File: config.mk
export PLATFORM = sky130hd
export DESIGN_NAME = ffs_top
export DESIGN_NICKNAME = d
export VERILOG_FILES = /design/src/rtl/ffs_pkg.sv /design/src/rtl/ffs_apb.sv /design/src/rtl/ffs_sync.sv /design/src/rtl/ffs_top.sv
export VERILOG_INCLUDE_DIRS = /design/src /design/src/rtl
export SDC_FILE = /design/constraint.sdc
export NUM_CORES = 1
export LEC_CHECK = 0
export BUFFER_PORTS_ARGS = -buffer_cell sky130_fd_sc_hd__clkbuf_2
export CAP_MARGIN = 20
export CORE_MARGIN = 3
export CORE_UTILIZATION = 50
export DETAILED_ROUTE_END_ITERATION = 10
export GPL_ROUTABILITY_DRIVEN = 0
export PLACE_DENSITY = 0.78
export REMOVE_ABC_BUFFERS = 1
export SLEW_MARGIN = 10
export SYNTH_ARGS = -nofsm -noshare
export SYNTH_HDL_FRONTEND = slang
export SYNTH_SLANG_ARGS = --single-unit
File: constraint.sdc
create_clock -name pclk -period 3.48 [get_ports pclk]
set_clock_uncertainty 0.1 [all_clocks]
set_input_delay 0.522 -clock pclk [delete_from_list [all_inputs] [get_ports pclk]]
set_output_delay 0.522 -clock pclk [all_outputs]
set_load 0.03 [all_outputs]
File: src/rtl/ffs_map.svh
/*
 * Constants of the fan fault supervisor: register offsets, field positions,
 * reset values and PWM-tick / clock-cycle counts.
 * Assumes pclk at 250 MHz and one pwm_tick per PWM period.
 */
// Behaviour
// - shared flag is open-drain, active low
// - overheat asserts flag at threshold
// - overheat releases only below hysteresis level
// - 32 missing cycles start 3-cycle diagnostic
// - pulse in diagnostic resumes PWM, no fault
// - diagnostic fails: 32-cycle restart, pulse resumes
// - restart fails: fault state, flag low
// - fault: flag low, drive high, monitor
// - 16 pulses in 32 cycles ends fault
// - shutdown during fault releases flag, drive low
// - wake above release and autooff restarts
// - autooff during fault keeps flag, full drive
// - fault cleared then: auto-shutdown until hysteresis
// - pulses reset missing timer; 32 enters loop
// - blank sense input at drive turn-on
// - drop first pulse after turn-on in PWM
// - variants drop sensing or overheat
// - one flag for fault or overheat
// - 32-cycle full drive start-up period
// - shutdown: drive low, flag inactive
// - auto-shutdown: drive low, flag released
`ifndef FFS_MAP_SVH
`define FFS_MAP_SVH

`define FFS_OFF_CTRL       12'h000
`define FFS_OFF_STATUS     12'h004
`define FFS_CTRL_SENSE     0
`define FFS_CTRL_OT        1
`define FFS_CTRL_RST       2'h3

`define FFS_CLK_NS         4
`define FFS_BLANK_NS       2000
`define FFS_BLANK_CYC      ((`FFS_BLANK_NS + `FFS_CLK_NS - 1) / `FFS_CLK_NS)

`define FFS_STARTUP_TICKS  6'h20
`define FFS_DIAG_TICKS     6'h03
`define FFS_MISS_TICKS     6'h20
`define FFS_WIN_TICKS      6'h20
`define FFS_WIN_PULSES     6'h10

`endif

File: src/rtl/ffs_pkg.sv
/*
 * Types of the fan fault supervisor: states, comparator bundle,
 * control and status words.
 * Assumes comparator bits already synchronous to pclk.
 */
package ffs_pkg;

	typedef enum logic [2:0]
	{
		FFS_ST_POWERUP,
		FFS_ST_RESTART,
		FFS_ST_DIAG,
		FFS_ST_RUN,
		FFS_ST_FAULT,
		FFS_ST_SHUTDOWN,
		FFS_ST_AUTOOFF
	} ffs_state_t;

	// each bit is one comparator on temp_level_input
	typedef struct packed
	{
		logic overheat_set;
		logic overheat_clear;
		logic below_shutdown;
		logic above_wake;
		logic above_autooff;
		logic above_autooff_hys;
	} ffs_cmp_t;

	typedef struct packed
	{
		logic ot_en;
		logic sense_en;
	} ffs_ctrl_t;

	typedef struct packed
	{
		logic [5:0] pulse_count;
		logic [5:0] tick_count;
		logic       drive;
		logic       flag;
		logic       overheat;
		logic       fault;
		logic [2:0] state;
	} ffs_status_t;

endpackage

File: src/rtl/ffs_apb.sv
/*
 * APB slave holding the control word and reading back status.
 * Assumes a standard APB master; zero-wait once out of reset.
 */
`timescale 1ns/1ps
`include "ffs_map.svh"
module ffs_apb
(
	input  wire logic                pclk,
	input  wire logic                presetn,
	input  wire logic                psel,
	input  wire logic                penable,
	input  wire logic                pwrite,
	input  wire logic [11:0]         paddr,
	input  wire logic [31:0]         pwdata,
	output logic [31:0]              prdata,
	output logic                     pready,
	output logic                     pslverr,
	output ffs_pkg::ffs_ctrl_t       ctrl,
	input  wire ffs_pkg::ffs_status_t status
);
	logic [31:0]        next_prdata;
	logic               next_pslverr;
	ffs_pkg::ffs_ctrl_t next_ctrl;

	// decode at setup so the answer is a flop in the access phase
	always_comb
	begin
		next_prdata  = prdata;
		next_pslverr = pslverr;
		next_ctrl    = ctrl;
		if (psel && !penable)
		begin
			next_pslverr = 1'b0;
			if (paddr == `FFS_OFF_CTRL)
				next_prdata = {30'h0, ctrl};
			else if (paddr == `FFS_OFF_STATUS)
				next_prdata = {13'h0, status};
			else
			begin
				next_prdata  = 32'h0;
				next_pslverr = 1'b1;
			end
		end
		if (psel && penable && pready && pwrite && paddr == `FFS_OFF_CTRL)
		begin
			next_ctrl.sense_en = pwdata[`FFS_CTRL_SENSE];
			next_ctrl.ot_en    = pwdata[`FFS_CTRL_OT];
		end
	end

	always_ff @(posedge pclk or negedge presetn)
	begin
		if (!presetn)
		begin
			prdata  <= 32'h0;
			pslverr <= 1'b0;
			pready  <= 1'b0;
			ctrl    <= `FFS_CTRL_RST;
		end
		else
		begin
			prdata  <= next_prdata;
			pslverr <= next_pslverr;
			pready  <= 1'b1;
			ctrl    <= next_ctrl;
		end
	end
endmodule

File: src/rtl/ffs_sync.sv
/*
 * Two-flop synchroniser with rising-edge detect for the sense detector.
 * Assumes the raw input may change at any time.
 */
`timescale 1ns/1ps
module ffs_sync
(
	input  wire logic pclk,
	input  wire logic presetn,
	input  wire logic raw,
	output logic      rise
);
	logic s1;
	logic s2;
	logic s3;

	// edge taken from the second and third stage only
	assign rise = s2 & ~s3;

	always_ff @(posedge pclk or negedge presetn)
	begin
		if (!presetn)
		begin
			s1 <= 1'b0;
			s2 <= 1'b0;
			s3 <= 1'b0;
		end
		else
		begin
			s1 <= raw;
			s2 <= s1;
			s3 <= s2;
		end
	end
endmodule

File: src/rtl/ffs_top.sv
/*
 * Fan fault supervisor: start-up, missing-pulse, diagnostic, restart,
 * fault, shutdown and auto-shutdown sequencing; drive override and
 * the shared open-drain fault/overheat flag; APB control and status.
 * Assumes pwm_tick pulses once per PWM period, pwm_level is the duty
 * comparator, comparator bits are synchronous, sense_raw is asynchronous,
 * and a pull-up outside resolves the flag pin.
 */
// The address map and the APB slave port were left to the implementer.
`timescale 1ns/1ps
`include "ffs_map.svh"
module ffs_top
(
	input  wire logic             pclk,
	input  wire logic             presetn,
	input  wire logic             psel,
	input  wire logic             penable,
	input  wire logic             pwrite,
	input  wire logic [11:0]      paddr,
	input  wire logic [31:0]      pwdata,
	output logic [31:0]           prdata,
	output logic                  pready,
	output logic                  pslverr,
	input  wire logic             pwm_tick,
	input  wire logic             pwm_level,
	input  wire ffs_pkg::ffs_cmp_t temp_cmp,
	input  wire logic             sense_raw,
	output logic                  drive_out,
	output logic                  flag_out,
	output logic                  flag_oe
);
	localparam logic [8:0] BLANK_CYC = 9'(`FFS_BLANK_CYC);

	// ============================================================
	// state
	// ============================================================
	ffs_pkg::ffs_state_t  state;
	ffs_pkg::ffs_state_t  next_state;
	logic [5:0]           tick_cnt;
	logic [5:0]           next_tick_cnt;
	logic [5:0]           pulse_cnt;
	logic [5:0]           next_pulse_cnt;
	logic                 as_pending;
	logic                 next_as_pending;
	logic                 overheat;
	logic                 next_overheat;
	logic [8:0]           blank_cnt;
	logic [8:0]           next_blank_cnt;
	logic                 first_armed;
	logic                 next_first_armed;
	logic                 next_drive_out;
	logic                 next_flag_oe;
	logic                 sense_rise;
	logic                 pulse_ok;
	logic                 valid_pulse;
	logic                 fault;
	ffs_pkg::ffs_ctrl_t   ctrl;
	ffs_pkg::ffs_status_t status;

	function automatic logic [5:0] inc_sat(input logic [5:0] v);
		inc_sat = (v == 6'h3f) ? v : v + 6'h01;
	endfunction

	function automatic logic full_drive(input ffs_pkg::ffs_state_t s);
		full_drive = (s == ffs_pkg::FFS_ST_POWERUP) || (s == ffs_pkg::FFS_ST_RESTART) ||
			(s == ffs_pkg::FFS_ST_DIAG) || (s == ffs_pkg::FFS_ST_FAULT);
	endfunction

	// ============================================================
	// register slave and sense input
	// ============================================================
	ffs_apb ffs_apb_inst
	(
		.pclk    (pclk),
		.presetn (presetn),
		.psel    (psel),
		.penable (penable),
		.pwrite  (pwrite),
		.paddr   (paddr),
		.pwdata  (pwdata),
		.prdata  (prdata),
		.pready  (pready),
		.pslverr (pslverr),
		.ctrl    (ctrl),
		.status  (status)
	);

	ffs_sync ffs_sync_inst
	(
		.pclk    (pclk),
		.presetn (presetn),
		.raw     (sense_raw),
		.rise    (sense_rise)
	);

	always_comb
	begin
		status             = '0;
		status.state       = state;
		status.fault       = fault;
		status.overheat    = overheat;
		status.flag        = flag_oe;
		status.drive       = drive_out;
		status.tick_count  = tick_cnt;
		status.pulse_count = pulse_cnt;
	end

	// ============================================================
	// blanking and initial pulse blanker
	// ============================================================
	// pulses inside the blank window are switching noise of the drive
	assign pulse_ok = sense_rise && (blank_cnt == 9'h000) && ctrl.sense_en;
	// a locked rotor shows exactly one pulse per turn-on: drop it in PWM
	assign valid_pulse = pulse_ok && !(state == ffs_pkg::FFS_ST_RUN && first_armed);

	always_comb
	begin
		next_blank_cnt   = blank_cnt;
		next_first_armed = first_armed;
		if (next_drive_out && !drive_out)
		begin
			next_blank_cnt   = BLANK_CYC;
			next_first_armed = (next_state == ffs_pkg::FFS_ST_RUN);
		end
		else
		begin
			if (blank_cnt != 9'h000)
				next_blank_cnt = blank_cnt - 9'h001;
			if (pulse_ok || state != ffs_pkg::FFS_ST_RUN)
				next_first_armed = 1'b0;
		end
	end

	always_ff @(posedge pclk or negedge presetn)
	begin
		if (!presetn)
		begin
			blank_cnt   <= 9'h000;
			first_armed <= 1'b0;
		end
		else
		begin
			blank_cnt   <= next_blank_cnt;
			first_armed <= next_first_armed;
		end
	end

	// ============================================================
	// sequencer; every interval counts pwm_tick
	// ============================================================
	always_comb
	begin
		next_state      = state;
		next_tick_cnt   = tick_cnt;
		next_pulse_cnt  = pulse_cnt;
		next_as_pending = as_pending;
		if (temp_cmp.below_shutdown)
		begin
			next_state      = ffs_pkg::FFS_ST_SHUTDOWN;
			next_tick_cnt   = 6'h00;
			next_pulse_cnt  = 6'h00;
			next_as_pending = 1'b0;
		end
		else
		begin
			case (state)
				ffs_pkg::FFS_ST_POWERUP,
				ffs_pkg::FFS_ST_RESTART:
				begin
					if (valid_pulse)
					begin
						next_state    = ffs_pkg::FFS_ST_RUN;
						next_tick_cnt = 6'h00;
					end
					else if (pwm_tick)
					begin
						if (tick_cnt == `FFS_STARTUP_TICKS - 6'h01)
						begin
							next_tick_cnt  = 6'h00;
							next_pulse_cnt = 6'h00;
							if (!ctrl.sense_en)
								next_state = ffs_pkg::FFS_ST_RUN;
							else if (state == ffs_pkg::FFS_ST_POWERUP)
								next_state = ffs_pkg::FFS_ST_RESTART;
							else
								next_state = ffs_pkg::FFS_ST_FAULT;
						end
						else
							next_tick_cnt = inc_sat(tick_cnt);
					end
				end
				ffs_pkg::FFS_ST_DIAG:
				begin
					if (valid_pulse)
					begin
						next_state    = ffs_pkg::FFS_ST_RUN;
						next_tick_cnt = 6'h00;
					end
					else if (pwm_tick)
					begin
						if (tick_cnt == `FFS_DIAG_TICKS - 6'h01)
						begin
							next_state    = ffs_pkg::FFS_ST_RESTART;
							next_tick_cnt = 6'h00;
						end
						else
							next_tick_cnt = inc_sat(tick_cnt);
					end
				end
				ffs_pkg::FFS_ST_RUN:
				begin
					if (!temp_cmp.above_autooff)
					begin
						next_state    = ffs_pkg::FFS_ST_AUTOOFF;
						next_tick_cnt = 6'h00;
					end
					else if (valid_pulse || !ctrl.sense_en)
						next_tick_cnt = 6'h00;
					else if (pwm_tick)
					begin
						if (tick_cnt == `FFS_MISS_TICKS - 6'h01)
						begin
							next_state    = ffs_pkg::FFS_ST_DIAG;
							next_tick_cnt = 6'h00;
						end
						else
							next_tick_cnt = inc_sat(tick_cnt);
					end
				end
				ffs_pkg::FFS_ST_FAULT:
				begin
					if (!temp_cmp.above_autooff)
						next_as_pending = 1'b1;
					if (valid_pulse)
						next_pulse_cnt = inc_sat(pulse_cnt);
					if (!ctrl.sense_en)
					begin
						next_state      = ffs_pkg::FFS_ST_RUN;
						next_tick_cnt   = 6'h00;
						next_as_pending = 1'b0;
					end
					else if (pwm_tick)
					begin
						if (tick_cnt == `FFS_WIN_TICKS - 6'h01)
						begin
							// judge the window on its count, this cycle's pulse included
							if (next_pulse_cnt >= `FFS_WIN_PULSES)
							begin
								next_as_pending = 1'b0;
								if (as_pending || !temp_cmp.above_autooff)
									next_state = ffs_pkg::FFS_ST_AUTOOFF;
								else
									next_state = ffs_pkg::FFS_ST_RUN;
							end
							next_tick_cnt  = 6'h00;
							next_pulse_cnt = 6'h00;
						end
						else
							next_tick_cnt = inc_sat(tick_cnt);
					end
				end
				ffs_pkg::FFS_ST_SHUTDOWN:
				begin
					if (temp_cmp.above_wake && temp_cmp.above_autooff)
						next_state = ffs_pkg::FFS_ST_POWERUP;
				end
				ffs_pkg::FFS_ST_AUTOOFF:
				begin
					if (temp_cmp.above_autooff_hys)
						next_state = ffs_pkg::FFS_ST_POWERUP;
				end
				default:
				begin
					next_state    = ffs_pkg::FFS_ST_POWERUP;
					next_tick_cnt = 6'h00;
				end
			endcase
		end
	end

	always_ff @(posedge pclk or negedge presetn)
	begin
		if (!presetn)
		begin
			state      <= ffs_pkg::FFS_ST_POWERUP;
			tick_cnt   <= 6'h00;
			pulse_cnt  <= 6'h00;
			as_pending <= 1'b0;
		end
		else
		begin
			state      <= next_state;
			tick_cnt   <= next_tick_cnt;
			pulse_cnt  <= next_pulse_cnt;
			as_pending <= next_as_pending;
		end
	end

	// ============================================================
	// overheat latch with hysteresis
	// ============================================================
	always_comb
	begin
		next_overheat = overheat;
		if (!ctrl.ot_en)
			next_overheat = 1'b0;
		else if (temp_cmp.overheat_set)
			next_overheat = 1'b1;
		else if (temp_cmp.overheat_clear)
			next_overheat = 1'b0;
	end

	always_ff @(posedge pclk or negedge presetn)
	begin
		if (!presetn)
			overheat <= 1'b0;
		else
			overheat <= next_overheat;
	end

	// ============================================================
	// pins
	// ============================================================
	assign fault = (state == ffs_pkg::FFS_ST_FAULT) && ctrl.sense_en;

	always_comb
	begin
		if (full_drive(next_state))
			next_drive_out = 1'b1;
		else if (next_state == ffs_pkg::FFS_ST_RUN)
			next_drive_out = pwm_level;
		else
			next_drive_out = 1'b0;
		// shutdown and auto-shutdown silence the flag even if hot
		if (next_state == ffs_pkg::FFS_ST_SHUTDOWN || next_state == ffs_pkg::FFS_ST_AUTOOFF)
			next_flag_oe = 1'b0;
		else
			next_flag_oe = ((next_state == ffs_pkg::FFS_ST_FAULT) && ctrl.sense_en) ||
				next_overheat;
	end

	always_ff @(posedge pclk or negedge presetn)
	begin
		if (!presetn)
		begin
			drive_out <= 1'b0;
			flag_out  <= 1'b0;
			flag_oe   <= 1'b0;
		end
		else
		begin
			drive_out <= next_drive_out;
			// open drain: only ever pulls low, the pull-up makes high
			flag_out  <= 1'b0;
			flag_oe   <= next_flag_oe;
		end
	end
endmodule

==> flow_summary.ini <==
[floorplanning]
initial_utilization_pct = 52.2
die_height_um = 85.1
die_width_um = 85.1
num_io_pins = 95
coreArea_mm2 = 0.00599
floorplan.rows = 28
floorplan.die_area_mm2 = 0.00724

[sta]
slew-limit-headroom_pct = 65.0
report.final.setup_viol = 0
fmaxAchievable_mhz = 306
timing.setup.tns_ns = 0
period_utilisation_layout_pct = 94.0
hold_ws_ns = 0.0219
grt_setup_unrepaired = false
max_slew_violation_total_from_the_final_report = 0
worst_slew_pin_slew_ns = 0.524
hold_viol_final = 0
clock_period_minus_final_worst_setup_slack_ns = 3.27

[worst_setup_path]
worstPathBufferInverterCount = 1
worstRegToRegCells = 9
path_delay_family = compound AO/OA/AOI/OAI gates
critical_path_required_ns = 3.57
worstPathCellList = inv_1 > ha_1 > or4b_1 > or4_4 > a311o_1 > a221oi_4 > o21ai_2 > a211o_4 > and3_1
cp_slowest_stage_delay_ns = 0.57
timing.critical_path.from_type = flip-flop
crit_path_kind = flip-flop to flip-flop
cp.depth = 9
timing.critical_path.slowest_stage_cell = sky130_fd_sc_hd__or4_4
arrival_ns = 3.37
end_kind = flip-flop
critical_path.max_fanout = 9

[layout]
fillers = 519
antenna_cells = 0
area_growth_syn_to_layout_pct = 13.3
register_area_mm2 = 0.00138
multiInputGateArea_mm2 = 0.00161
fraction_of_layout_instances_using_a_drive_strength_above_1_pct = 24.3
final_design_area_no_fill_mm2 = 0.00354
finish.net_count = 440

[synth]
synth_enable_flop_cells = 0
yosys_warnings = 0
synth_top_area_cell = sky130_fd_sc_hd__dfrtp_1
post_synth_fa_ha_maj_area_fraction_pct = 2.00
multiplexer_share_of_the_synthesized_area_pct = 2.76
synth_area_per_cell_um2 = 9.65
synthXorXnorAreaFrac_pct = 0.841
top_count_cell_post_synth = sky130_fd_sc_hd__dfrtp_1
synth_top_cells_by_area = sky130_fd_sc_hd__dfrtp_1 42%, sky130_fd_sc_hd__a22o_1 5.0%, sky130_fd_sc_hd__buf_4 3.4%
synth_cells = 324
asyncSetResetFlopFracSynth_pct = 100
synthTopCellsByCount = 53 x sky130_fd_sc_hd__dfrtp_1, 22 x sky130_fd_sc_hd__nor2_1, 19 x sky130_fd_sc_hd__a21oi_1, 19 x sky130_fd_sc_hd__nand2_1, 18 x sky130_fd_sc_hd__a22o_1
main_combinational_cell_family_by_area_after_synthesis = compound AO/OA/AOI/OAI gates
synth_cell_types = 62
yosys_register_bits = 55
synth.top_cell.area_share_pct = 42.4
synth_area_in_compound_gates_pct = 23.2
synthesis.area_mm2 = 0.00313
post_synth_and_or_nand_nor_area_fraction_pct = 20.2
synth-main-ff-cell = sky130_fd_sc_hd__dfrtp_1
synth_sequential_area_ratio_pct = 44.1

[power_and_ir_drop]
p_switching_mw = 0.671
power_leakage_nw = 1.56
sw_frac_of_total_pct = 37.5
power.sequential.fraction_pct = 42.1
ir_worst_vdd_mv = 0.486
pwr-share-comb_pct = 39.4
clockPowerShare_pct = 18.5
internal_power_mw = 1.12
power_per_cell_area_mw_per_mm2 = 505

[placed_design]
post_dp_cell_area_mm2 = 0.00344
dp_hpwl_um = 5170
numPortBuffers = 50

[global_route]
gr-max-usage-layer = met2
grt-ovfl-total = 0
global_route.usage.met3_pct = 3.30
vias_in_the_first_global_route = 2491
largest_net_degree_at_the_start_of_global_routing = 24
grt_first_pass_wirelength_um = 11600
grt_antenna_before_repair = 0
grt.total_usage_pct = 19.2
globalRouteMet1Util_pct = 26.6
globalRouteMet2Util_pct = 32.1

[clocking]
cts-htree-levels = 2
clk_path_buf_depth = 2
tritoncts = done
postCtsHoldBufs = 0
clock_sink_count = 55
path_clk_slew_ns = 0.09
clkLatencyLatePin_ns = 0.30
cts.root.buffer_cell = sky130_fd_sc_hd__clkbuf_8
cts-buffers-inserted = 5

[status]
status = finished, final reports clean

[route]
drt_pre_antenna_iters = 4
total_wire_length_after_detailed_routing_um = 6780
drt-vias-per-instance = 5.98
total_via_count_in_the_routed_design = 2708
drc = 0
antenna_violating_nets_remaining = 0
dr.first_iter.drc_count = 274
wire_per_inst_um = 15.0

[flow_run]
cap_violations = 0

[min_path]
worst_hold_class = primary input to asynchronous set/reset pin
[flip-flops by register name, indices dropped and copies added, names as in the netlist, 2 cells and up]
name / cells
ffs_apb_inst.prdata: 19
blank_cnt: 9
ffs_apb_inst.ctrl: 2
tick_cnt: 6
pulse_cnt: 6
state: 3
[kinds of logic (layout without fill, tap and decap cells)]
kind of cell / after synthesis / count (layout)
AOI/OAI and AO/OA: 96 / 96
xor gates and xnor gates: 3 / 3
adders and majority gates: 5 / 5
buffers and inverters: 39 / 80
DFF: 55 / 55
muxes: 8 / 8
other: 2 / 15
and+or+nand+nor: 116 / 116
[cell type report]
type	instances	share of cell area, %
multi-input cells	243	45.4
inverters	10	1.06
clock buffers	5	1.94
clock inverters	3	0.424
repair buffers	62	9.61
well taps	75	2.65
flip-flops and latches	55	38.9
[metal layers]
metal,part of all wire (%),wire length [um],up-vias
li1,-,-,1300
met1,45,3040,1300
met2,48,3270,102
met3,6.1,411,6
met4,0.78,53,0
met5,0,0,-
[repair_timing]
action,in CTS,in global routing
setup buffers,0,0
endpoints found under the setup margin,0,4
resized for setup,0,2
[per-stage QoR]
step           total power [mW]  util [%]  instances  worst slack (ns)
2_1_floorplan              1.25         -        308             0.284
3_5_place_dp               1.45      57.5        445             0.211
6_report                   1.79      59.1        453             0.209
4_1_cts                    1.79      58.9        453             0.174
5_1_grt                    1.91      59.1        453            0.0383
3_3_place_gp               1.43      57.5        445             0.249
[worst paths after layout]
path	start	end	slack [ns]
worst max-delay path	blank_cnt[0]	blank_cnt[3]	0.21
worst min-delay path	presetn	ffs_apb_inst.prdata[9]	0.02
worst max register to register	blank_cnt[0]	blank_cnt[3]	0.21
worst min register to register	ffs_sync_inst.s1	ffs_sync_inst.s2	0.26
max in group asynchronous	presetn	ffs_apb_inst.ctrl[0]	2.60
min in group pclk	sense_raw	ffs_sync_inst.s1	0.22
[power groups by stage]
stage / combinational [mW] / sequential [mW] / clock [mW]
global placement: 0.673 / 0.760 / 0
detailed placement: 0.687 / 0.764 / 0
floorplan: 0.443 / 0.810 / 0
finish: 0.705 / 0.753 / 0.331
global route: 0.779 / 0.764 / 0.366
CTS: 0.691 / 0.752 / 0.344
[cells in the final DEF (no fill, tap or decap), types with 5 or more instances in the layout]
cell	synthesis	final
sky130_fd_sc_hd__a21oi_1	19	19
sky130_fd_sc_hd__a22o_1	18	18
sky130_fd_sc_hd__and3_1	6	6
sky130_fd_sc_hd__buf_4	14	12
sky130_fd_sc_hd__clkbuf_2	0	50
sky130_fd_sc_hd__clkbuf_8	0	5
sky130_fd_sc_hd__conb_1	2	15
sky130_fd_sc_hd__dfrtp_1	53	53
sky130_fd_sc_hd__ha_1	5	5
sky130_fd_sc_hd__inv_1	10	10
sky130_fd_sc_hd__mux2_2	5	5
sky130_fd_sc_hd__nand2_1	19	19
sky130_fd_sc_hd__nand3_1	16	16
sky130_fd_sc_hd__nand4_1	5	5
sky130_fd_sc_hd__nor2_1	22	22
sky130_fd_sc_hd__nor3_1	13	12
sky130_fd_sc_hd__nor4_1	7	7
sky130_fd_sc_hd__o21ai_0	15	15
Note: power is estimated with default switching activity, not from simulation.
